**config.mk**
```make
export PLATFORM = sky130hd
export DESIGN_NAME = csat_timing_ctrl
export DESIGN_NICKNAME = d
export VERILOG_FILES = /design/src/csat_pkg.sv /design/src/csat_timing_ctrl.sv
export SDC_FILE = /design/constraint.sdc
export NUM_CORES = 1
export LEC_CHECK = 0
export ABC_AREA = 0
export BUFFER_PORTS_ARGS = -buffer_cell sky130_fd_sc_hd__buf_2
export CAP_MARGIN = 5
export CORE_ASPECT_RATIO = 1.1
export CORE_MARGIN = 2
export CORE_UTILIZATION = 35
export CTS_BUF_LIST = sky130_fd_sc_hd__clkbuf_16
export DETAILED_ROUTE_END_ITERATION = 10
export PLACE_DENSITY = 0.56
export SETUP_SLACK_MARGIN = 0.15
export SLEW_MARGIN = 15
export SYNTH_ARGS = -nofsm -noshare
export SYNTH_HDL_FRONTEND = slang
export SYNTH_SLANG_ARGS = --single-unit
```
**constraint.sdc**
```tcl
create_clock -name clk_sys -period 2.6 [get_ports clk_sys]
set_input_delay 0.52 -clock clk_sys [delete_from_list [all_inputs] [get_ports clk_sys]]
set_output_delay 0.52 -clock clk_sys [all_outputs]
set_load 0.01 [all_outputs]
```
**src/csat_pkg.sv**
```systemverilog
// package: constants for the current-sense adc timing control
package csat_pkg;
  // ----------------------------------------------------------------
  // clock
  // ----------------------------------------------------------------
  localparam int CLK_MHZ = 100;
  // ----------------------------------------------------------------
  // refresh periods in ns per decimation code
  // ----------------------------------------------------------------
  localparam int REFRESH_NS_11 = 4096000;
  localparam int REFRESH_NS_10 = 1024000;
  localparam int REFRESH_NS_01 = 512000;
  localparam int REFRESH_NS_00 = 256000;
  localparam int REFRESH_CYC_11 = REFRESH_NS_11 * CLK_MHZ / 1000;
  localparam int REFRESH_CYC_10 = REFRESH_NS_10 * CLK_MHZ / 1000;
  localparam int REFRESH_CYC_01 = REFRESH_NS_01 * CLK_MHZ / 1000;
  localparam int REFRESH_CYC_00 = REFRESH_NS_00 * CLK_MHZ / 1000;
  // ----------------------------------------------------------------
  // single conversion times in ns per decimation code
  // ----------------------------------------------------------------
  localparam int CONV_NS_11 = 12350000;
  localparam int CONV_NS_10 = 3134000;
  localparam int CONV_NS_01 = 1598000;
  localparam int CONV_NS_00 = 830000;
  localparam int CONV_CYC_11 = CONV_NS_11 / 1000 * CLK_MHZ;
  localparam int CONV_CYC_10 = CONV_NS_10 / 1000 * CLK_MHZ;
  localparam int CONV_CYC_01 = CONV_NS_01 / 1000 * CLK_MHZ;
  localparam int CONV_CYC_00 = CONV_NS_00 / 1000 * CLK_MHZ;
  // ----------------------------------------------------------------
  // settling times
  // ----------------------------------------------------------------
  localparam int CS_SETTLE_US = 62;
  localparam int CS_SETTLE_CYC = CS_SETTLE_US * CLK_MHZ;
  localparam int AFE_SETTLE_MS = 4;
  localparam int AFE_SETTLE_CYC = AFE_SETTLE_MS * 1000 * CLK_MHZ;
  // tolerance in tenths of a percent
  localparam int TOL_PERMILLE = 15;
  localparam int CNT_W = 24;
  localparam logic [1:0] DECIM_RESET = 2'h0;
  // ----------------------------------------------------------------
  // states
  // ----------------------------------------------------------------
  typedef enum logic [2:0] {
    CSAT_IDLE = 3'b000,
    CSAT_AFE_WAIT = 3'b001,
    CSAT_SETTLE = 3'b010,
    CSAT_CONT = 3'b011,
    CSAT_SINGLE = 3'b100
  } csat_state_t;
endpackage : csat_pkg

```
**src/csat_timing_ctrl.sv**
```systemverilog
// current-sense adc timing control: settling waits and conversion pacing
`timescale 1ns/10ps
// Overview of operation
// - continuous refresh period follows decimation code
// - single conversion time follows decimation code
// - wait cs adc settling before valid results
// - wait afe settling on each active entry
// - intervals stay within 1.5 percent nominal
module csat_timing_ctrl #(
  parameter int AFE_SETTLE_CYC = csat_pkg::AFE_SETTLE_CYC,
  parameter int CONV_CYC_11 = csat_pkg::CONV_CYC_11,
  parameter int REFRESH_CYC_11 = csat_pkg::REFRESH_CYC_11,
  parameter int DATA_W = 24
) (
  input wire logic clk_sys,
  input wire logic rst,
  input wire logic active_mode,
  input wire logic cs_enable,
  input wire logic continuous_mode,
  input wire logic single_start,
  input wire logic [1:0] current_sense_decimation_select,
  input wire logic [DATA_W-1:0] cs_filter_data,
  output logic [DATA_W-1:0] cs_result,
  output logic cs_result_update,
  output logic afe_ready,
  output logic cs_valid,
  output logic single_busy,
  output logic single_done
);
  localparam int CW = csat_pkg::CNT_W + 7;

  csat_pkg::csat_state_t state;
  csat_pkg::csat_state_t next_state;
  logic [CW-1:0] cnt;
  logic [1:0] decim;
  logic active_prev;

  // ----------------------------------------------------------------
  // interval selection
  // ----------------------------------------------------------------
  wire logic [CW-1:0] refresh_len =
    (decim == 2'h3) ? CW'(REFRESH_CYC_11) :
    (decim == 2'h2) ? CW'(csat_pkg::REFRESH_CYC_10) :
    (decim == 2'h1) ? CW'(csat_pkg::REFRESH_CYC_01) :
    CW'(csat_pkg::REFRESH_CYC_00);
  wire logic [CW-1:0] conv_len =
    (decim == 2'h3) ? CW'(CONV_CYC_11) :
    (decim == 2'h2) ? CW'(csat_pkg::CONV_CYC_10) :
    (decim == 2'h1) ? CW'(csat_pkg::CONV_CYC_01) :
    CW'(csat_pkg::CONV_CYC_00);
  wire logic active_entry = active_mode && !active_prev;
  wire logic cnt_last = (cnt == CW'(1));
  wire logic go_run = cs_enable && (continuous_mode || single_start);
  wire logic start_cont = continuous_mode && cs_enable;

  // ----------------------------------------------------------------
  // sequencing
  // ----------------------------------------------------------------
  always_comb begin
    next_state = state;
    unique case (state)
      csat_pkg::CSAT_IDLE: begin
        if (active_entry) next_state = csat_pkg::CSAT_AFE_WAIT;
        else if (active_mode && go_run) next_state = csat_pkg::CSAT_SETTLE;
      end
      csat_pkg::CSAT_AFE_WAIT: begin
        if (cnt_last) next_state = csat_pkg::CSAT_IDLE;
      end
      csat_pkg::CSAT_SETTLE: begin
        if (cnt_last) begin
          next_state = start_cont ? csat_pkg::CSAT_CONT : csat_pkg::CSAT_SINGLE;
        end
      end
      csat_pkg::CSAT_CONT: begin
        if (!start_cont) next_state = csat_pkg::CSAT_IDLE;
      end
      csat_pkg::CSAT_SINGLE: begin
        if (cnt_last) next_state = csat_pkg::CSAT_IDLE;
      end
      default: next_state = csat_pkg::CSAT_IDLE;
    endcase
    if (!active_mode) next_state = csat_pkg::CSAT_IDLE;
  end

  wire logic load_afe = (state == csat_pkg::CSAT_IDLE) && active_entry;
  wire logic load_settle = (state == csat_pkg::CSAT_IDLE) && !active_entry &&
    active_mode && go_run;
  wire logic settle_done = (state == csat_pkg::CSAT_SETTLE) && cnt_last;
  wire logic period_end = (state == csat_pkg::CSAT_CONT) && cnt_last;
  wire logic single_end = (state == csat_pkg::CSAT_SINGLE) && cnt_last;

  // the counter always counts down so every interval is an exact cycle count
  wire logic [CW-1:0] next_cnt =
    load_afe ? CW'(AFE_SETTLE_CYC) :
    load_settle ? CW'(csat_pkg::CS_SETTLE_CYC) :
    (settle_done && start_cont) ? refresh_len :
    settle_done ? conv_len :
    period_end ? refresh_len :
    (cnt != '0) ? cnt - CW'(1) : cnt;

  always_ff @(posedge clk_sys) begin
    if (rst) begin
      state <= csat_pkg::CSAT_IDLE;
      cnt <= '0;
      active_prev <= 1'b0;
    end else begin
      state <= next_state;
      cnt <= (next_state == csat_pkg::CSAT_IDLE) ? '0 : next_cnt;
      active_prev <= active_mode;
    end
  end

  // decimation is latched only when idle so a period never changes length midway
  always_ff @(posedge clk_sys) begin
    if (rst) decim <= csat_pkg::DECIM_RESET;
    else if (state == csat_pkg::CSAT_IDLE) decim <= current_sense_decimation_select;
  end

  // ----------------------------------------------------------------
  // outputs
  // ----------------------------------------------------------------
  always_ff @(posedge clk_sys) begin
    if (rst) begin
      cs_result <= '0;
      cs_result_update <= 1'b0;
      afe_ready <= 1'b0;
      cs_valid <= 1'b0;
      single_busy <= 1'b0;
      single_done <= 1'b0;
    end else begin
      cs_result_update <= period_end || single_end;
      if (period_end || single_end) cs_result <= cs_filter_data;
      afe_ready <= active_mode && (next_state != csat_pkg::CSAT_AFE_WAIT);
      cs_valid <= (next_state == csat_pkg::CSAT_CONT) ||
        (next_state == csat_pkg::CSAT_SINGLE);
      single_busy <= (next_state == csat_pkg::CSAT_SINGLE);
      single_done <= single_end;
    end
  end

  // ----------------------------------------------------------------
  // checks
  // ----------------------------------------------------------------
  int unsigned upd_gap;
  always_ff @(posedge clk_sys) begin
    if (rst || cs_result_update || state != csat_pkg::CSAT_CONT) upd_gap <= 0;
    else upd_gap <= upd_gap + 1;
  end

  // dwell counter: cycles spent in the present state, restarted at each refresh,
  // so every interval is measured on the clock and not read back from the down-counter
  int unsigned stay_cyc;
  always_ff @(posedge clk_sys) begin
    if (rst || (state != next_state) || period_end) stay_cyc <= 32'h1;
    else stay_cyc <= stay_cyc + 32'h1;
  end

  // tolerance band in thousandths of the nominal period
  wire logic [63:0] stay_milli = 64'(stay_cyc) * 64'h3E8;
  wire logic [63:0] tol_lo = 64'(refresh_len) * (64'h3E8 - 64'(csat_pkg::TOL_PERMILLE));
  wire logic [63:0] tol_hi = 64'(refresh_len) * (64'h3E8 + 64'(csat_pkg::TOL_PERMILLE));

  a_refresh_period: assert property (@(posedge clk_sys) disable iff (rst)
    upd_gap <= int'(refresh_len))
    else $error("refresh period exceeded");
  a_period_update: assert property (@(posedge clk_sys) disable iff (rst)
    period_end |=> cs_result_update && cs_result == $past(cs_filter_data))
    else $error("result not updated at period end");
  a_settle_first: assert property (@(posedge clk_sys) disable iff (rst)
    load_settle |=> !cs_valid [*8])
    else $error("valid before settling");
  a_afe_wait: assert property (@(posedge clk_sys) disable iff (rst)
    (load_afe && active_mode) |=> !afe_ready)
    else $error("afe ready during settling");
  a_single_len: assert property (@(posedge clk_sys) disable iff (rst)
    single_end |=> single_done ##1 !single_done)
    else $error("single done not a pulse");
  a_interval_tol: assert property (@(posedge clk_sys) disable iff (rst)
    period_end |-> (stay_milli >= tol_lo) && (stay_milli <= tol_hi))
    else $error("interval outside tolerance band");
  a_cont_exact: assert property (@(posedge clk_sys) disable iff (rst)
    period_end |-> stay_cyc == 32'(refresh_len))
    else $error("refresh period length wrong");
  a_afe_len: assert property (@(posedge clk_sys) disable iff (rst)
    (state == csat_pkg::CSAT_AFE_WAIT && cnt_last) |-> stay_cyc == AFE_SETTLE_CYC)
    else $error("afe settling length wrong");
  a_entry_afe: assert property (@(posedge clk_sys) disable iff (rst)
    load_afe |=> state == csat_pkg::CSAT_AFE_WAIT)
    else $error("active entry did not start afe wait");
  a_afe_inactive: assert property (@(posedge clk_sys) disable iff (rst)
    afe_ready |-> $past(active_mode))
    else $error("afe ready outside active mode");
  a_settle_len: assert property (@(posedge clk_sys) disable iff (rst)
    settle_done |-> stay_cyc == csat_pkg::CS_SETTLE_CYC)
    else $error("cs settling length wrong");
  a_valid_idle: assert property (@(posedge clk_sys) disable iff (rst)
    (state == csat_pkg::CSAT_IDLE) |-> !cs_valid)
    else $error("valid while idle");
  a_single_conv: assert property (@(posedge clk_sys) disable iff (rst)
    single_end |-> stay_cyc == 32'(conv_len))
    else $error("single conversion length wrong");
  a_decim_hold: assert property (@(posedge clk_sys) disable iff (rst)
    ($past(state) != csat_pkg::CSAT_IDLE) |-> $stable(decim))
    else $error("decimation changed while running");
  a_update_pulse: assert property (@(posedge clk_sys) disable iff (rst)
    cs_result_update |=> !cs_result_update)
    else $error("result update longer than one cycle");
  a_valid_active: assert property (@(posedge clk_sys) disable iff (rst)
    cs_valid |-> $past(active_mode))
    else $error("valid outside active mode");
  a_single_busy: assert property (@(posedge clk_sys) disable iff (rst)
    single_done |-> $past(single_busy))
    else $error("done without busy");

  c_cont_update: cover property (@(posedge clk_sys) cs_result_update && continuous_mode);
  c_single: cover property (@(posedge clk_sys) single_done);
  c_afe: cover property (@(posedge clk_sys) load_afe);
  c_settle: cover property (@(posedge clk_sys) settle_done);
  // leaving continuous mode mid-period must return cleanly to idle
  c_cont_leave: cover property (@(posedge clk_sys) state == csat_pkg::CSAT_CONT && !start_cont);
endmodule : csat_timing_ctrl

```
# Word level (Yosys, flattened, before mapping)
# Index checks and enable logic that the tools add are counted.
# totals
ff_bits	66
latchBits	0
mem_bits_rw	0
romBits	0
inputBits	32
output_inout_bits	29
elab_cells	72
mem_count	0
# op_classes
n_addsub	1
multipliers	0
n_div	0
order_cmp	0
eq_ne	11
n_shift	0
n_mux	20
bitwise_logic	0
n_reduce_logical	28
# ops
op	count
two-way mux 31 bit	4
two-way mux 19 bit	4
== test 31 x 1 -> 1 bit (second input constant)	1
nonzero test 31 bit	1
subtractor 31 x 1 -> 31 bit (second input constant)	1
two-way mux 21 bit	1
two-way mux 3 bit	7
two-way mux 18 bit	1
two-way mux 17 bit	1
two-way mux 16 bit	1
logical AND 1 bit	13
case mux 3 bit (4 select lines)	1
== test 3 x 2 -> 1 bit (second input constant)	3
== test 3 bit (second input constant)	2
zero test 3 bit	2
nonzero test 6 bit	1
nonzero test 5 bit	1
== test 2 bit (second input constant)	2
nonzero test 4 bit	1
OR reduction 2 bit	2
OR reduction 4 bit	1
== test 3 x 1 -> 1 bit (second input constant)	1
logical OR 1 bit	3
!= test 3 x 1 -> 1 bit (second input constant)	1
other kinds (3)	4

# Logic depth before layout (Yosys ltp)
# Gate-level depths: netlist of the first run.
# depth
word_depth	9
mapped_depth	10
ltp_nobuf	8

# Worst setup path before layout of the first run
# Ideal clock, no wire load.
# synth_path
path_kind	register to register
start	reg cnt[20]
end	reg cnt[30]
setup_time_ps	146
t_arrival_ps	2455
required_ps	2454
slack_ps	-1
stages_incl_launch_ff	9
n_path_buf	2
synth_period_minus_slack_ps	2601
cell_sequence	dfxtp_1 > or4_4 > or4_4 > buf_4 > nor3_2 > o221ai_2 > a311oi_4 > buf_4 > a211oi_1
# synth_between
elab_chain_cells	6
word_cells_on_any_way	17
classes_between	add/sub (1); eq/ne (1); mux (8); reduce/logical (7)
# synth_rtl
element	line_no	rtl
from (decl)	csat_timing_ctrl.sv:34	logic [CW-1:0] cnt;
from (signal assigned)	csat_timing_ctrl.sv:108	cnt <= (next_state == csat_pkg::CSAT_IDLE) ? '0 : next_cnt;
parallel branches: the longest is 6 deep, another holds subtractor 31 x 1 -> 31 bit	n/a	
# Parallel ways; which one is timed is not known. The select of a mux whose other input is x is not followed.
# A chain may end at the register's enable or synchronous reset.

# Final worst setup path of the first run
# layout_path
start	reg cnt[20]
end	reg cnt[12]
# layout_between
elab_chain_cells	7
word_cells_on_any_way	17
classes_between	eq/ne (1); mux (9); reduce/logical (7)
# layout_rtl
element
parallel branches: the longest is 7 deep, another holds == test 31 x 1 -> 1 bit
# Parallel ways; which one is timed is not known.

==> results of run 1 <==
[worst max path at each step]
stage | to | slack, ns | depth (start not counted) | startpoint
6_report | cnt[12] | 0.01 | 7 | cnt[20]
5_1_grt | cnt[12] | -0.09 | 7 | cnt[20]
4_1_cts | cnt[3] | -0.0007 | 7 | cnt[20]
3_5_place_dp | cnt[3] | 0.01 | 7 | cnt[20]
3_3_place_gp | cnt[12] | 0.02 | 7 | cnt[20]
2_1_floorplan | cnt[10] | 0.09 | 8 | cnt[20]
[layer usage]
layer	global-route usage (%)	vias up	share of wire [%]
li1	-	1596	-
met2	29.41	74	49
met4	6.338	0	0.78
met5	0	-	0
met3	5.260	4	4.8
met1	21.50	1461	45
[final cells by class]
| cell class | count | area [µm²] |
|---|---|---|
| clock inverter | 7 | 101.3 |
| tap | 117 | 146.4 |
| timing repair buffer | 96 | 620.6 |
| inverter | 6 | 22.52 |
| fill | 911 | 4942 |
| sequential | 66 | 1323 |
| multi-input combinational | 306 | 1924 |
| clock buffer | 9 | 225.2 |
[power by group through the flow]
stage	clock network (µW)	registers, µW	logic [µW]
after floorplan	0	1150	1600
after global placement	0	1160	2160
after detailed placement	0	1160	2170
after CTS	1360	1140	2200
after global routing	1410	1150	2450
final	1330	1140	2200
[cells by family after synthesis]
family	share of synthesized area, %
adder cells (fa/ha/maj)	2.634
AO/OA/AOI/OAI	14.75
AND/OR/NAND/NOR	32.07
flip-flops	39.74
multiplexers	1.204
XOR/XNOR	5.269
buffers and inverters	4.328
[timing repair]
action | CTS | global route
gates resized for setup | 2 | 1
pin swaps | 1 | 0
endpoints found under the setup margin | 55 | 35
hold buffers | 0 | 0
[flip-flops by register name, indices dropped and copies added (netlist names)]
register	cells
active_prev	1
cnt	31
cs_result	24
single_done	1
state	3
cs_valid	1
afe_ready	1
decim	2
single_busy	1
cs_result_update	1
[Yosys cell counts, drive strengths merged (2+ instances only)]
library cell,n,area [µm²]
nand2,85,319.1
nand3,8,40.04
nor4b,3,41.29
or4,8,71.32
inv,6,22.52
nor3b,2,15.01
o31ai,2,15.01
or3,11,68.82
xor2,9,78.83
o21a,2,15.01
a21oi,33,165.2
a21o,6,45.04
ha,7,87.58
nand4,3,18.77
nand2b,2,12.51
and2,2,12.51
buf,11,72.57
xnor2,11,96.34
nor3,22,120.1
clkbuf,13,48.80
a211oi,6,45.04
mux2i,4,40.04
nor2,23,86.33
nor4,23,200.2
dfxtp,66,1321
or2,2,12.52
a31oi,5,31.28
a22oi,2,15.01
o21ai,8,43.79
o211ai,4,30.03
[tightest hold or removal path: stages]
cell and delay (ns):
sky130_fd_sc_hd__buf_2 0.09, sky130_fd_sc_hd__nand2_1 0.04, sky130_fd_sc_hd__a21oi_1 0.05
[through the flow]
step           power [µW]  hold slack, ns  util (%)
2_1_floorplan        2745          0.4355         -
3_3_place_gp         3318          0.4342     43.22
3_5_place_dp         3331          0.4405     43.22
4_1_cts              4704          0.4105     46.85
5_1_grt              5005          0.4250     46.89
6_report             4667          0.4211     46.89
==> flow_results.xml, run 1 <==
<?xml version="1.0" encoding="UTF-8"?>
<metrics>
  <group name="grt">
    <metric name="gr-usage-all-layers" unit="%">17.60</metric>
    <metric name="grt_start_max_net_pins" unit="">32</metric>
    <metric name="gr-total-overflow" unit="">0</metric>
    <metric name="number_of_global_route_vias_before_repair" unit="">3129</metric>
    <metric name="grt_pass1_wl" unit="µm">14720</metric>
    <metric name="grt_antenna_before_repair" unit="">0</metric>
  </group>
  <group name="floorplan">
    <metric name="floorplan.die_area" unit="mm²">0.01029</metric>
    <metric name="row_count" unit="">37</metric>
    <metric name="start_util" unit="%">35.73</metric>
    <metric name="area_of_the_core" unit="mm²">0.009305</metric>
    <metric name="horiz_die_dim" unit="µm">96.93</metric>
    <metric name="io-pin-count" unit="">61</metric>
    <metric name="floorplan.die.height" unit="µm">106.2</metric>
  </group>
  <group name="route">
    <metric name="drt_wirelength" unit="µm">8684</metric>
    <metric name="dr_total_vias" unit="">3135</metric>
    <metric name="post_drt_wl_per_cell" unit="µm">14.31</metric>
    <metric name="count_of_tritonroute_iterations_in_the_first_routing_pass" unit="">4</metric>
    <metric name="routed_via_density" unit="">5.165</metric>
    <metric name="antenna_left" unit="">0</metric>
    <metric name="drt_iter0_markers" unit="">157</metric>
    <metric name="post-route-drc-count" unit="">0</metric>
  </group>
  <group name="cts">
    <metric name="cts.htree.levels" unit="">3</metric>
    <metric name="clkLatencyLatePin" unit="ns">0.33</metric>
    <metric name="root_buffer" unit="">sky130_fd_sc_hd__clkbuf_16</metric>
    <metric name="cts_tree" unit="">yes</metric>
    <metric name="cts_setup_buffers" unit="">0</metric>
    <metric name="clkSlewWorstSetupHoldPaths" unit="ns">0.06</metric>
    <metric name="tritoncts.num_buffers" unit="">9</metric>
    <metric name="clock-sinks" unit="">66</metric>
    <metric name="clock_path_buffers" unit="">2</metric>
  </group>
  <group name="yosys">
    <metric name="synthArstFlopShare" unit="%">0</metric>
    <metric name="syn-num-nets" unit="">441</metric>
    <metric name="synth_area" unit="mm²">0.003324</metric>
    <metric name="postSynthRegisterBits" unit="">66</metric>
    <metric name="synth_area_per_cell" unit="µm²">8.270</metric>
    <metric name="synth_enable_flop_cells" unit="">0</metric>
    <metric name="ys_dominant_reg_cell" unit="">sky130_fd_sc_hd__dfxtp_1</metric>
    <metric name="post_synth_inst_count" unit="">402</metric>
    <metric name="synth.yosys.seq_area_share" unit="%">39.74</metric>
    <metric name="synth-warning-count" unit="">0</metric>
    <metric name="yosysUniqueCellTypes" unit="">52</metric>
  </group>
  <group name="placed_design">
    <metric name="placed_wire_length_estimate" unit="µm">6293</metric>
    <metric name="dp_cells" unit="">591</metric>
    <metric name="place.port_buffers" unit="">60</metric>
    <metric name="detailedPlace.worstSlack" unit="ns">0.009874</metric>
    <metric name="dpl_cell_area" unit="mm²">0.004021</metric>
    <metric name="finalWeightedCongestion" unit="">0.8397</metric>
  </group>
  <group name="power">
    <metric name="power.share.combinational" unit="%">47.0</metric>
    <metric name="net-switching-power" unit="µW">1773</metric>
    <metric name="pwr-share-seq" unit="%">24.5</metric>
    <metric name="power_frac_clock" unit="%">28.5</metric>
    <metric name="cellInternalPower" unit="µW">2894</metric>
    <metric name="power_switching_share" unit="%">37.99</metric>
    <metric name="power.density_cell_area" unit="mW/mm²">1070</metric>
    <metric name="power_leakage" unit="µW">0.001841</metric>
    <metric name="vdd_ir_drop_max" unit="µV">455.1</metric>
  </group>
  <group name="status">
    <metric name="run_status" unit="">complete, no violations</metric>
  </group>
  <group name="final_layout">
    <metric name="post_route_cells_drive_above_1_share" unit="%">28.57</metric>
    <metric name="ant_cells" unit="">0</metric>
    <metric name="layout.cell_area.non_filler" unit="mm²">0.004363</metric>
    <metric name="final_cells" unit="">607</metric>
    <metric name="layout_common_cells" unit="">sky130_fd_sc_hd__nand2_1, sky130_fd_sc_hd__dfxtp_1, sky130_fd_sc_hd__buf_2</metric>
    <metric name="area.growth.synth_to_final" unit="%">31.24</metric>
    <metric name="final_nets" unit="">524</metric>
    <metric name="layout_commonest_cell" unit="">sky130_fd_sc_hd__nand2_1</metric>
  </group>
  <group name="hold_path">
    <metric name="holdPathEnd" unit="">cs_result[23]</metric>
    <metric name="min-delay-path-class" unit="">input pin to flip-flop</metric>
    <metric name="hold_sp" unit="">cs_filter_data[23]</metric>
    <metric name="whs_path_depth" unit="">3</metric>
  </group>
  <group name="setup_path">
    <metric name="cp_slowest_stage_delay" unit="ns">0.53</metric>
    <metric name="crit_type" unit="">flip-flop to flip-flop</metric>
    <metric name="critPathMaxFanout" unit="">31</metric>
    <metric name="timing.rr.end" unit="">cnt[12]</metric>
    <metric name="worst_path_most_repeated_cell" unit="">sky130_fd_sc_hd__or4_4</metric>
    <metric name="ff2ff_setup_slack" unit="ns">0.01</metric>
    <metric name="ff2ff_path_depth" unit="">7</metric>
    <metric name="family_of_cells_with_the_greatest_summed_delay_on_the_critical_path" unit="">simple AND/OR/NAND/NOR gates</metric>
    <metric name="crit_path_cell_trace" unit="">or4_4 &gt; or4_4 &gt; o31a_1 &gt; o211a_1 &gt; a311oi_4 &gt; buf_12 &gt; a31oi_1</metric>
    <metric name="worstReg2RegStart" unit="">cnt[20]</metric>
    <metric name="arrival" unit="ns">2.79</metric>
    <metric name="worst_ep_required_time" unit="ns">2.80</metric>
    <metric name="worst_path_max_delay_cell" unit="">sky130_fd_sc_hd__or4_4</metric>
    <metric name="worst_setup_ep_type" unit="">flip-flop</metric>
    <metric name="startpoint_type" unit="">flip-flop</metric>
    <metric name="cp_num_buf_inv" unit="">1</metric>
  </group>
  <group name="run">
    <metric name="max_cap_violations" unit="">0</metric>
  </group>
  <group name="sta">
    <metric name="count_of_final_hold_check_violations" unit="">0</metric>
    <metric name="worst_relative_slew_slack" unit="%">68.49</metric>
    <metric name="setup_viol" unit="">0</metric>
    <metric name="setup_tns" unit="ns">0</metric>
    <metric name="timing_worst_slew_pin_value" unit="ns">0.4690</metric>
    <metric name="min_period_over_period" unit="%">99.61</metric>
    <metric name="layout_setup_ws" unit="ns">0.01021</metric>
    <metric name="rsz0062_at_grt" unit="">true</metric>
    <metric name="timing.final.max_slew_violations" unit="">0</metric>
    <metric name="finalClockSkew" unit="ns">0.006439</metric>
    <metric name="fin_crit" unit="ns">2.590</metric>
    <metric name="achievable_freq" unit="MHz">386.1</metric>
  </group>
</metrics>
(Power assumes the default switching activity.)
==> run 2, diff against run 1 <==
--- a/config.mk
+++ b/config.mk
@@ -9,7 +9,7 @@
 export BUFFER_PORTS_ARGS = -buffer_cell sky130_fd_sc_hd__buf_2
 export CAP_MARGIN = 5
 export CORE_ASPECT_RATIO = 1.1
-export CORE_MARGIN = 2
+export CORE_MARGIN = 3
 export CORE_UTILIZATION = 35
 export CTS_BUF_LIST = sky130_fd_sc_hd__clkbuf_16
 export DETAILED_ROUTE_END_ITERATION = 10
==> run 2 against run 1 <==
  * The flow now finishes with violations (setup timing)
  * Clock skew up 0.0026 ns
  * Fmax is 2.2% lower
  * Largest cell class unchanged
  * First-iteration DRC count is 4.5% higher
  * Critical path type unchanged
  * Critical endpoint is now cnt[10]
  * Final cell count shrank 0.49%
==> flow_results.xml, run 2 (synthesized netlist as in run 1, its figures left out) <==
<?xml version="1.0" encoding="UTF-8"?>
<metrics>
  <group name="status">
    <metric name="run_status" unit="">complete, but fails checks</metric>
    <metric name="failed_checks" unit="">setup timing</metric>
  </group>
  <group name="route">
    <metric name="drt_iter0_markers" unit="">164</metric>
    <metric name="post-route-drc-count" unit="">0</metric>
    <metric name="dr_total_vias" unit="">3133</metric>
    <metric name="count_of_tritonroute_iterations_in_the_first_routing_pass" unit="">4</metric>
    <metric name="routed_via_density" unit="">5.187</metric>
    <metric name="drt_wirelength" unit="µm">8892</metric>
    <metric name="antenna_left" unit="">0</metric>
    <metric name="post_drt_wl_per_cell" unit="µm">14.72</metric>
  </group>
  <group name="cts">
    <metric name="clock-sinks" unit="">66</metric>
    <metric name="root_buffer" unit="">sky130_fd_sc_hd__clkbuf_16</metric>
    <metric name="cts.htree.levels" unit="">3</metric>
    <metric name="clkLatencyLatePin" unit="ns">0.33</metric>
    <metric name="clkSlewWorstSetupHoldPaths" unit="ns">0.06</metric>
    <metric name="cts_tree" unit="">yes</metric>
    <metric name="tritoncts.num_buffers" unit="">9</metric>
    <metric name="clock_path_buffers" unit="">2</metric>
  </group>
  <group name="setup_path">
    <metric name="crit_type" unit="">flip-flop to flip-flop</metric>
    <metric name="worst_path_most_repeated_cell" unit="">sky130_fd_sc_hd__or4_4</metric>
    <metric name="arrival" unit="ns">2.85</metric>
    <metric name="startpoint_type" unit="">flip-flop</metric>
    <metric name="ff2ff_setup_slack" unit="ns">-0.05</metric>
    <metric name="worst_setup_ep_type" unit="">flip-flop</metric>
    <metric name="worst_path_max_delay_cell" unit="">sky130_fd_sc_hd__or4_4</metric>
    <metric name="family_of_cells_with_the_greatest_summed_delay_on_the_critical_path" unit="">simple AND/OR/NAND/NOR gates</metric>
    <metric name="cp_slowest_stage_delay" unit="ns">0.53</metric>
    <metric name="worst_ep_required_time" unit="ns">2.80</metric>
    <metric name="critPathMaxFanout" unit="">31</metric>
    <metric name="cp_num_buf_inv" unit="">1</metric>
    <metric name="crit_path_cell_trace" unit="">or4_4 &gt; or4_4 &gt; o31a_1 &gt; o211a_1 &gt; a311oi_4 &gt; buf_12 &gt; a211oi_1</metric>
  </group>
  <group name="grt">
    <metric name="gr-usage-all-layers" unit="%">17.25</metric>
    <metric name="grt_antenna_before_repair" unit="">0</metric>
    <metric name="gr-total-overflow" unit="">0</metric>
    <metric name="number_of_global_route_vias_before_repair" unit="">3003</metric>
    <metric name="grt_pass1_wl" unit="µm">14740</metric>
    <metric name="grt_start_max_net_pins" unit="">32</metric>
  </group>
  <group name="final_layout">
    <metric name="reg.largest.list" unit="">cnt: 31 flops, cs_result: 24 flops, state: 3 flops</metric>
    <metric name="final_nets" unit="">524</metric>
    <metric name="layout_common_cells" unit="">sky130_fd_sc_hd__nand2_1, sky130_fd_sc_hd__dfxtp_1, sky130_fd_sc_hd__buf_2</metric>
    <metric name="post_route_cells_drive_above_1_share" unit="%">28.57</metric>
    <metric name="ant_cells" unit="">0</metric>
    <metric name="fillers" unit="">871</metric>
    <metric name="area.growth.synth_to_final" unit="%">30.45</metric>
    <metric name="regArea" unit="mm²">0.001323</metric>
    <metric name="postLayoutCoreUtil" unit="%">47.90</metric>
    <metric name="largest_register_ffs" unit="">31</metric>
    <metric name="largest_register" unit="">cnt</metric>
    <metric name="layout_commonest_cell" unit="">sky130_fd_sc_hd__nand2_1</metric>
    <metric name="multi_input_comb_area" unit="mm²">0.001937</metric>
  </group>
  <group name="floorplan">
    <metric name="io-pin-count" unit="">61</metric>
    <metric name="start_util" unit="%">36.72</metric>
    <metric name="horiz_die_dim" unit="µm">98.93</metric>
    <metric name="row_count" unit="">36</metric>
    <metric name="floorplan.die_area" unit="mm²">0.01071</metric>
    <metric name="floorplan.die.height" unit="µm">108.2</metric>
    <metric name="area_of_the_core" unit="mm²">0.009054</metric>
  </group>
  <group name="sta">
    <metric name="min_period_over_period" unit="%">101.9</metric>
    <metric name="count_of_final_hold_check_violations" unit="">0</metric>
    <metric name="fin_crit" unit="ns">2.648</metric>
    <metric name="setup_viol" unit="">30</metric>
    <metric name="rsz0062_at_grt" unit="">true</metric>
    <metric name="finalClockSkew" unit="ns">0.009062</metric>
    <metric name="timing.final.max_slew_violations" unit="">0</metric>
    <metric name="timing_worst_slew_pin_value" unit="ns">0.5301</metric>
    <metric name="worst_relative_slew_slack" unit="%">64.33</metric>
    <metric name="layout_setup_ws" unit="ns">-0.04823</metric>
    <metric name="achievable_freq" unit="MHz">377.6</metric>
  </group>
  <group name="power">
    <metric name="power_leakage" unit="µW">0.001825</metric>
    <metric name="power.density_cell_area" unit="mW/mm²">1060</metric>
    <metric name="vdd_ir_drop_max" unit="µV">443.6</metric>
    <metric name="total_power" unit="µW">4595</metric>
  </group>
  <group name="run">
    <metric name="max_cap_violations" unit="">0</metric>
  </group>
  <group name="placed_design">
    <metric name="place.port_buffers" unit="">60</metric>
    <metric name="placed_wire_length_estimate" unit="µm">6427</metric>
    <metric name="finalWeightedCongestion" unit="">0.8441</metric>
  </group>
  <group name="hold_path">
    <metric name="min-delay-path-class" unit="">input pin to flip-flop</metric>
  </group>
</metrics>
## run 2: changes by cell type in the layout (fill, tap and decap cells not counted)
| cell | change |
|---|---|
| sky130_fd_sc_hd__o221ai_4 | +1 |
| sky130_fd_sc_hd__clkinvlp_4 | +1 |
| sky130_fd_sc_hd__buf_4 | +1 |
| sky130_fd_sc_hd__inv_6 | -1 |
| sky130_fd_sc_hd__a21oi_2 | -1 |
| sky130_fd_sc_hd__bufinv_16 | -1 |
| sky130_fd_sc_hd__a21oi_1 | +1 |
| sky130_fd_sc_hd__clkinv_4 | +1 |
| sky130_fd_sc_hd__o221ai_2 | -1 |
| sky130_fd_sc_hd__buf_12 | -1 |
| sky130_fd_sc_hd__nor3_2 | +1 |
| sky130_fd_sc_hd__nor3_1 | -1 |
## run 2: stage by stage
stage	instance area, µm²	setup WS (ns)	TNS [ns]	hold slack [ns]	cells
floorplan	3387	0.09335	0	0.4355	402
detailed placement	4005	-0.005695	-0.005695	0.4396	588
global route	4337	-0.1343	-3.470	0.4232	604
global placement	4005	0.03440	0	0.4346	588
finish	4337	-0.04823	-0.8486	0.4334	604
CTS	4325	-0.03657	-0.3145	0.4195	604
## run 2: report_power, final
| group | total [µW] | internal [µW] | leakage (µW) | switching, µW |
|---|---|---|---|---|
| Sequential | 1140 | 1080 | 0.000534 | 67.1 |
| Combinational | 2240 | 1010 | 0.00115 | 1230 |
| Clock | 1220 | 748 | 0.000138 | 467 |
| Total | 4590 | 2830 | 0.00182 | 1760 |
## run 2: worst min-delay path: stages
cell                      delay [ns]
sky130_fd_sc_hd__buf_2          0.09
sky130_fd_sc_hd__nand2_1        0.04
sky130_fd_sc_hd__a21oi_1        0.05
## run 2: layout make-up
cell class	instances	share of cell area [%]
multi-input cells	306	44.66
well taps	114	3.289
repair buffers	96	14.02
flip-flops and latches	66	30.50
inverters	6	0.5193
clock inverters	7	1.818
clock buffers	9	5.193
## run 2: what timing repair did
item / 4_1_cts / 5_1_grt
setup endpoints to repair: 55 / 32
pin swaps: 1 / 0
hold buffers: 0 / 0
cloned: 0 / 0
gates resized for setup: 3 / 1
setup buffers: 0 / 0
## run 2: metal layers
metal / share of wire, % / vias to the layer above / track usage (%)
li1: - / 1598 / -
met1: 46 / 1464 / 22.67
met2: 48 / 65 / 28.07
met3: 4.7 / 6 / 4.000
met4: 1.0 / 0 / 5.463
met5: 0 / - / 0
## run 2: worst paths after layout
kind,from,cells after the start,endpoint
hold reg to reg,cs_result[23],2,cs_result[23]
setup / recovery,cnt[20],7,cnt[10]
setup reg to reg,cnt[20],7,cnt[10]
hold / removal,cs_filter_data[15],3,cs_result[15]
==> run 3, diff against run 2 <==
--- a/config.mk
+++ b/config.mk
@@ -10,10 +10,10 @@
 export CAP_MARGIN = 5
 export CORE_ASPECT_RATIO = 1.1
 export CORE_MARGIN = 3
-export CORE_UTILIZATION = 35
+export CORE_UTILIZATION = 39
 export CTS_BUF_LIST = sky130_fd_sc_hd__clkbuf_16
 export DETAILED_ROUTE_END_ITERATION = 10
-export PLACE_DENSITY = 0.56
+export PLACE_DENSITY = 0.62
 export SETUP_SLACK_MARGIN = 0.15
 export SLEW_MARGIN = 15
 export SYNTH_ARGS = -nofsm -noshare
==> run 3 against run 2 <==
  * The run still ends with setup timing left
  * Combinational power about the same
  * Cell area down 0.38%
  * Utilization up 5.6 points
  * Die area down 9.7%
  * Hold slack worse by 0.0038 ns
  * Clock skew down 0.00074 ns
  * Critical path depth unchanged
  * Sequential cell count unchanged
  * Highest routed layer unchanged
  * Largest cell class unchanged
  * Wire length down 3.3%
  * Setup slack better by 0.033 ns
  * Clock power about the same
==> flow_results.xml, run 3 (synthesized netlist as in run 1, its figures left out) <==
<?xml version="1.0" encoding="UTF-8"?>
<metrics>
  <group name="floorplan">
    <metric name="horiz_die_dim" unit="µm">94.03</metric>
    <metric name="area_of_the_core" unit="mm²">0.008083</metric>
    <metric name="row_count" unit="">34</metric>
    <metric name="floorplan.die.height" unit="µm">102.8</metric>
    <metric name="floorplan.die_area" unit="mm²">0.009669</metric>
    <metric name="io-pin-count" unit="">61</metric>
    <metric name="start_util" unit="%">41.13</metric>
  </group>
  <group name="route">
    <metric name="antenna_left" unit="">0</metric>
    <metric name="dr_total_vias" unit="">3127</metric>
    <metric name="drt_iter0_markers" unit="">176</metric>
    <metric name="count_of_tritonroute_iterations_in_the_first_routing_pass" unit="">4</metric>
    <metric name="post-route-drc-count" unit="">0</metric>
    <metric name="routed_via_density" unit="">5.229</metric>
    <metric name="drt_wirelength" unit="µm">8597</metric>
    <metric name="post_drt_wl_per_cell" unit="µm">14.38</metric>
  </group>
  <group name="sta">
    <metric name="setup_viol" unit="">18</metric>
    <metric name="timing.final.max_slew_violations" unit="">0</metric>
    <metric name="finalClockSkew" unit="ns">0.008326</metric>
    <metric name="achievable_freq" unit="MHz">382.4</metric>
    <metric name="count_of_final_hold_check_violations" unit="">0</metric>
    <metric name="rsz0062_at_grt" unit="">true</metric>
    <metric name="fin_crit" unit="ns">2.615</metric>
    <metric name="layout_setup_ws" unit="ns">-0.01503</metric>
    <metric name="worst_relative_slew_slack" unit="%">69.67</metric>
    <metric name="min_period_over_period" unit="%">100.6</metric>
    <metric name="timing_worst_slew_pin_value" unit="ns">0.4512</metric>
  </group>
  <group name="placed_design">
    <metric name="finalWeightedCongestion" unit="">0.8536</metric>
    <metric name="placed_wire_length_estimate" unit="µm">6152</metric>
    <metric name="dpl_cell_area" unit="mm²">0.003990</metric>
    <metric name="dp_cells" unit="">581</metric>
    <metric name="place.port_buffers" unit="">60</metric>
    <metric name="detailedPlace.worstSlack" unit="ns">0.01041</metric>
  </group>
  <group name="final_layout">
    <metric name="layout.cell_area.non_filler" unit="mm²">0.004320</metric>
    <metric name="layout_commonest_cell" unit="">sky130_fd_sc_hd__nand2_1</metric>
    <metric name="post_route_cells_drive_above_1_share" unit="%">28.98</metric>
    <metric name="reg.largest.list" unit="">cnt: 31 flops, cs_result: 24 flops, state: 3 flops</metric>
    <metric name="largest_register_ffs" unit="">31</metric>
    <metric name="postLayoutCoreUtil" unit="%">53.45</metric>
    <metric name="layout_common_cells" unit="">sky130_fd_sc_hd__nand2_1, sky130_fd_sc_hd__dfxtp_1, sky130_fd_sc_hd__buf_2</metric>
    <metric name="final_nets" unit="">524</metric>
    <metric name="ant_cells" unit="">0</metric>
    <metric name="final_cells" unit="">598</metric>
    <metric name="area.growth.synth_to_final" unit="%">29.96</metric>
    <metric name="largest_register" unit="">cnt</metric>
  </group>
  <group name="run">
    <metric name="max_cap_violations" unit="">0</metric>
  </group>
  <group name="setup_path">
    <metric name="startpoint_type" unit="">flip-flop</metric>
    <metric name="worstReg2RegStart" unit="">cnt[20]</metric>
    <metric name="worst_ep_required_time" unit="ns">2.80</metric>
    <metric name="ff2ff_path_depth" unit="">7</metric>
    <metric name="ff2ff_setup_slack" unit="ns">-0.02</metric>
    <metric name="crit_type" unit="">flip-flop to flip-flop</metric>
    <metric name="arrival" unit="ns">2.82</metric>
    <metric name="critPathMaxFanout" unit="">31</metric>
    <metric name="timing.rr.end" unit="">cnt[13]</metric>
    <metric name="worst_setup_ep_type" unit="">flip-flop</metric>
    <metric name="timing.critical_path.from" unit="">cnt[20]</metric>
  </group>
  <group name="cts">
    <metric name="hold_buffers" unit="">0</metric>
    <metric name="root_buffer" unit="">sky130_fd_sc_hd__clkbuf_16</metric>
    <metric name="cts.htree.levels" unit="">3</metric>
    <metric name="cts_tree" unit="">yes</metric>
    <metric name="clkLatencyLatePin" unit="ns">0.33</metric>
    <metric name="clock-sinks" unit="">66</metric>
    <metric name="clkSlewWorstSetupHoldPaths" unit="ns">0.06</metric>
    <metric name="clock_path_buffers" unit="">2</metric>
    <metric name="tritoncts.num_buffers" unit="">9</metric>
  </group>
  <group name="power">
    <metric name="power.density_cell_area" unit="mW/mm²">1058</metric>
    <metric name="net-switching-power" unit="µW">1739</metric>
    <metric name="vdd_ir_drop_max" unit="µV">470.2</metric>
    <metric name="pwr-share-seq" unit="%">25.0</metric>
    <metric name="power_leakage" unit="µW">0.001819</metric>
    <metric name="power_switching_share" unit="%">38.05</metric>
    <metric name="cellInternalPower" unit="µW">2831</metric>
    <metric name="power.share.combinational" unit="%">49.0</metric>
    <metric name="power_frac_clock" unit="%">25.9</metric>
  </group>
  <group name="grt">
    <metric name="grt_antenna_before_repair" unit="">0</metric>
    <metric name="gr-usage-all-layers" unit="%">18.58</metric>
    <metric name="gr-total-overflow" unit="">0</metric>
    <metric name="grt_start_max_net_pins" unit="">32</metric>
    <metric name="grt_pass1_wl" unit="µm">14280</metric>
    <metric name="number_of_global_route_vias_before_repair" unit="">2999</metric>
  </group>
  <group name="hold_path">
    <metric name="hold_sp" unit="">current_sense_decimation_select[1]</metric>
    <metric name="min-delay-path-class" unit="">input pin to flip-flop</metric>
    <metric name="whs_path_depth" unit="">3</metric>
    <metric name="holdPathEnd" unit="">decim[1]</metric>
  </group>
  <group name="status">
    <metric name="run_status" unit="">complete, but fails checks</metric>
    <metric name="failed_checks" unit="">setup timing</metric>
  </group>
</metrics>
-- run 3: worst max-delay path, cell delays in order (launching register included) --
cell	delay [ns]
sky130_fd_sc_hd__dfxtp_2	0.31
sky130_fd_sc_hd__or4_4	0.52
sky130_fd_sc_hd__or4_4	0.47
sky130_fd_sc_hd__o31a_1	0.31
sky130_fd_sc_hd__o211a_1	0.26
sky130_fd_sc_hd__a311oi_4	0.27
sky130_fd_sc_hd__buf_12	0.26
sky130_fd_sc_hd__a211oi_1	0.07
-- run 3: what timing repair did --
| action | CTS | global route |
|---|---|---|
| pin swaps | 1 | 0 |
| setup buffers | 0 | 1 |
| gates resized for setup | 2 | 3 |
| endpoints found under the setup margin | 55 | 31 |
-- run 3: how the worst max path moves through the flow --
stage                     endpoint  slack (ns)
after floorplan            cnt[10]        0.09
after global placement      cnt[0]        0.04
after detailed placement    cnt[0]        0.01
after CTS                   cnt[0]      -0.005
after global routing        cnt[1]        -0.1
final                      cnt[13]       -0.02
-- run 3: final cells by class --
type | count | area [µm²]
fill | 793 | 3762
multi-input combinational | 306 | 1937
sequential | 66 | 1323
timing repair buffer | 96 | 608.1
clock buffer | 9 | 225.2
tap | 108 | 135.1
clock inverter | 7 | 70.07
inverter | 6 | 22.52
-- run 3: per-layer routing --
| layer | vias to the layer above | routed length, µm | track usage, % |
|---|---|---|---|
| li1 | 1595 | - | - |
| met1 | 1456 | 4028 | 24.80 |
| met2 | 69 | 4006 | 29.60 |
| met3 | 7 | 472 | 5.109 |
| met4 | 0 | 90 | 5.222 |
| met5 | - | 0 | 0 |
-- run 3: through the flow --
| stage | hold slack [ns] | setup TNS (ns) | power, µW |
|---|---|---|---|
| 3_5_place_dp | 0.4401 | 0 | 3325 |
| 3_3_place_gp | 0.4344 | 0 | 3303 |
| 4_1_cts | 0.4238 | -0.009551 | 4547 |
| 6_report | 0.4296 | -0.1551 | 4570 |
| 5_1_grt | 0.4269 | -2.041 | 4921 |
| 2_1_floorplan | 0.4355 | 0 | 2745 |
-- run 3: power by group through the flow --
stage | registers [µW] | clock network (µW) | logic (µW)
2_1_floorplan | 1150 | 0 | 1600
3_5_place_dp | 1160 | 0 | 2160
4_1_cts | 1140 | 1210 | 2190
5_1_grt | 1150 | 1260 | 2510
3_3_place_gp | 1160 | 0 | 2140
6_report | 1140 | 1190 | 2240
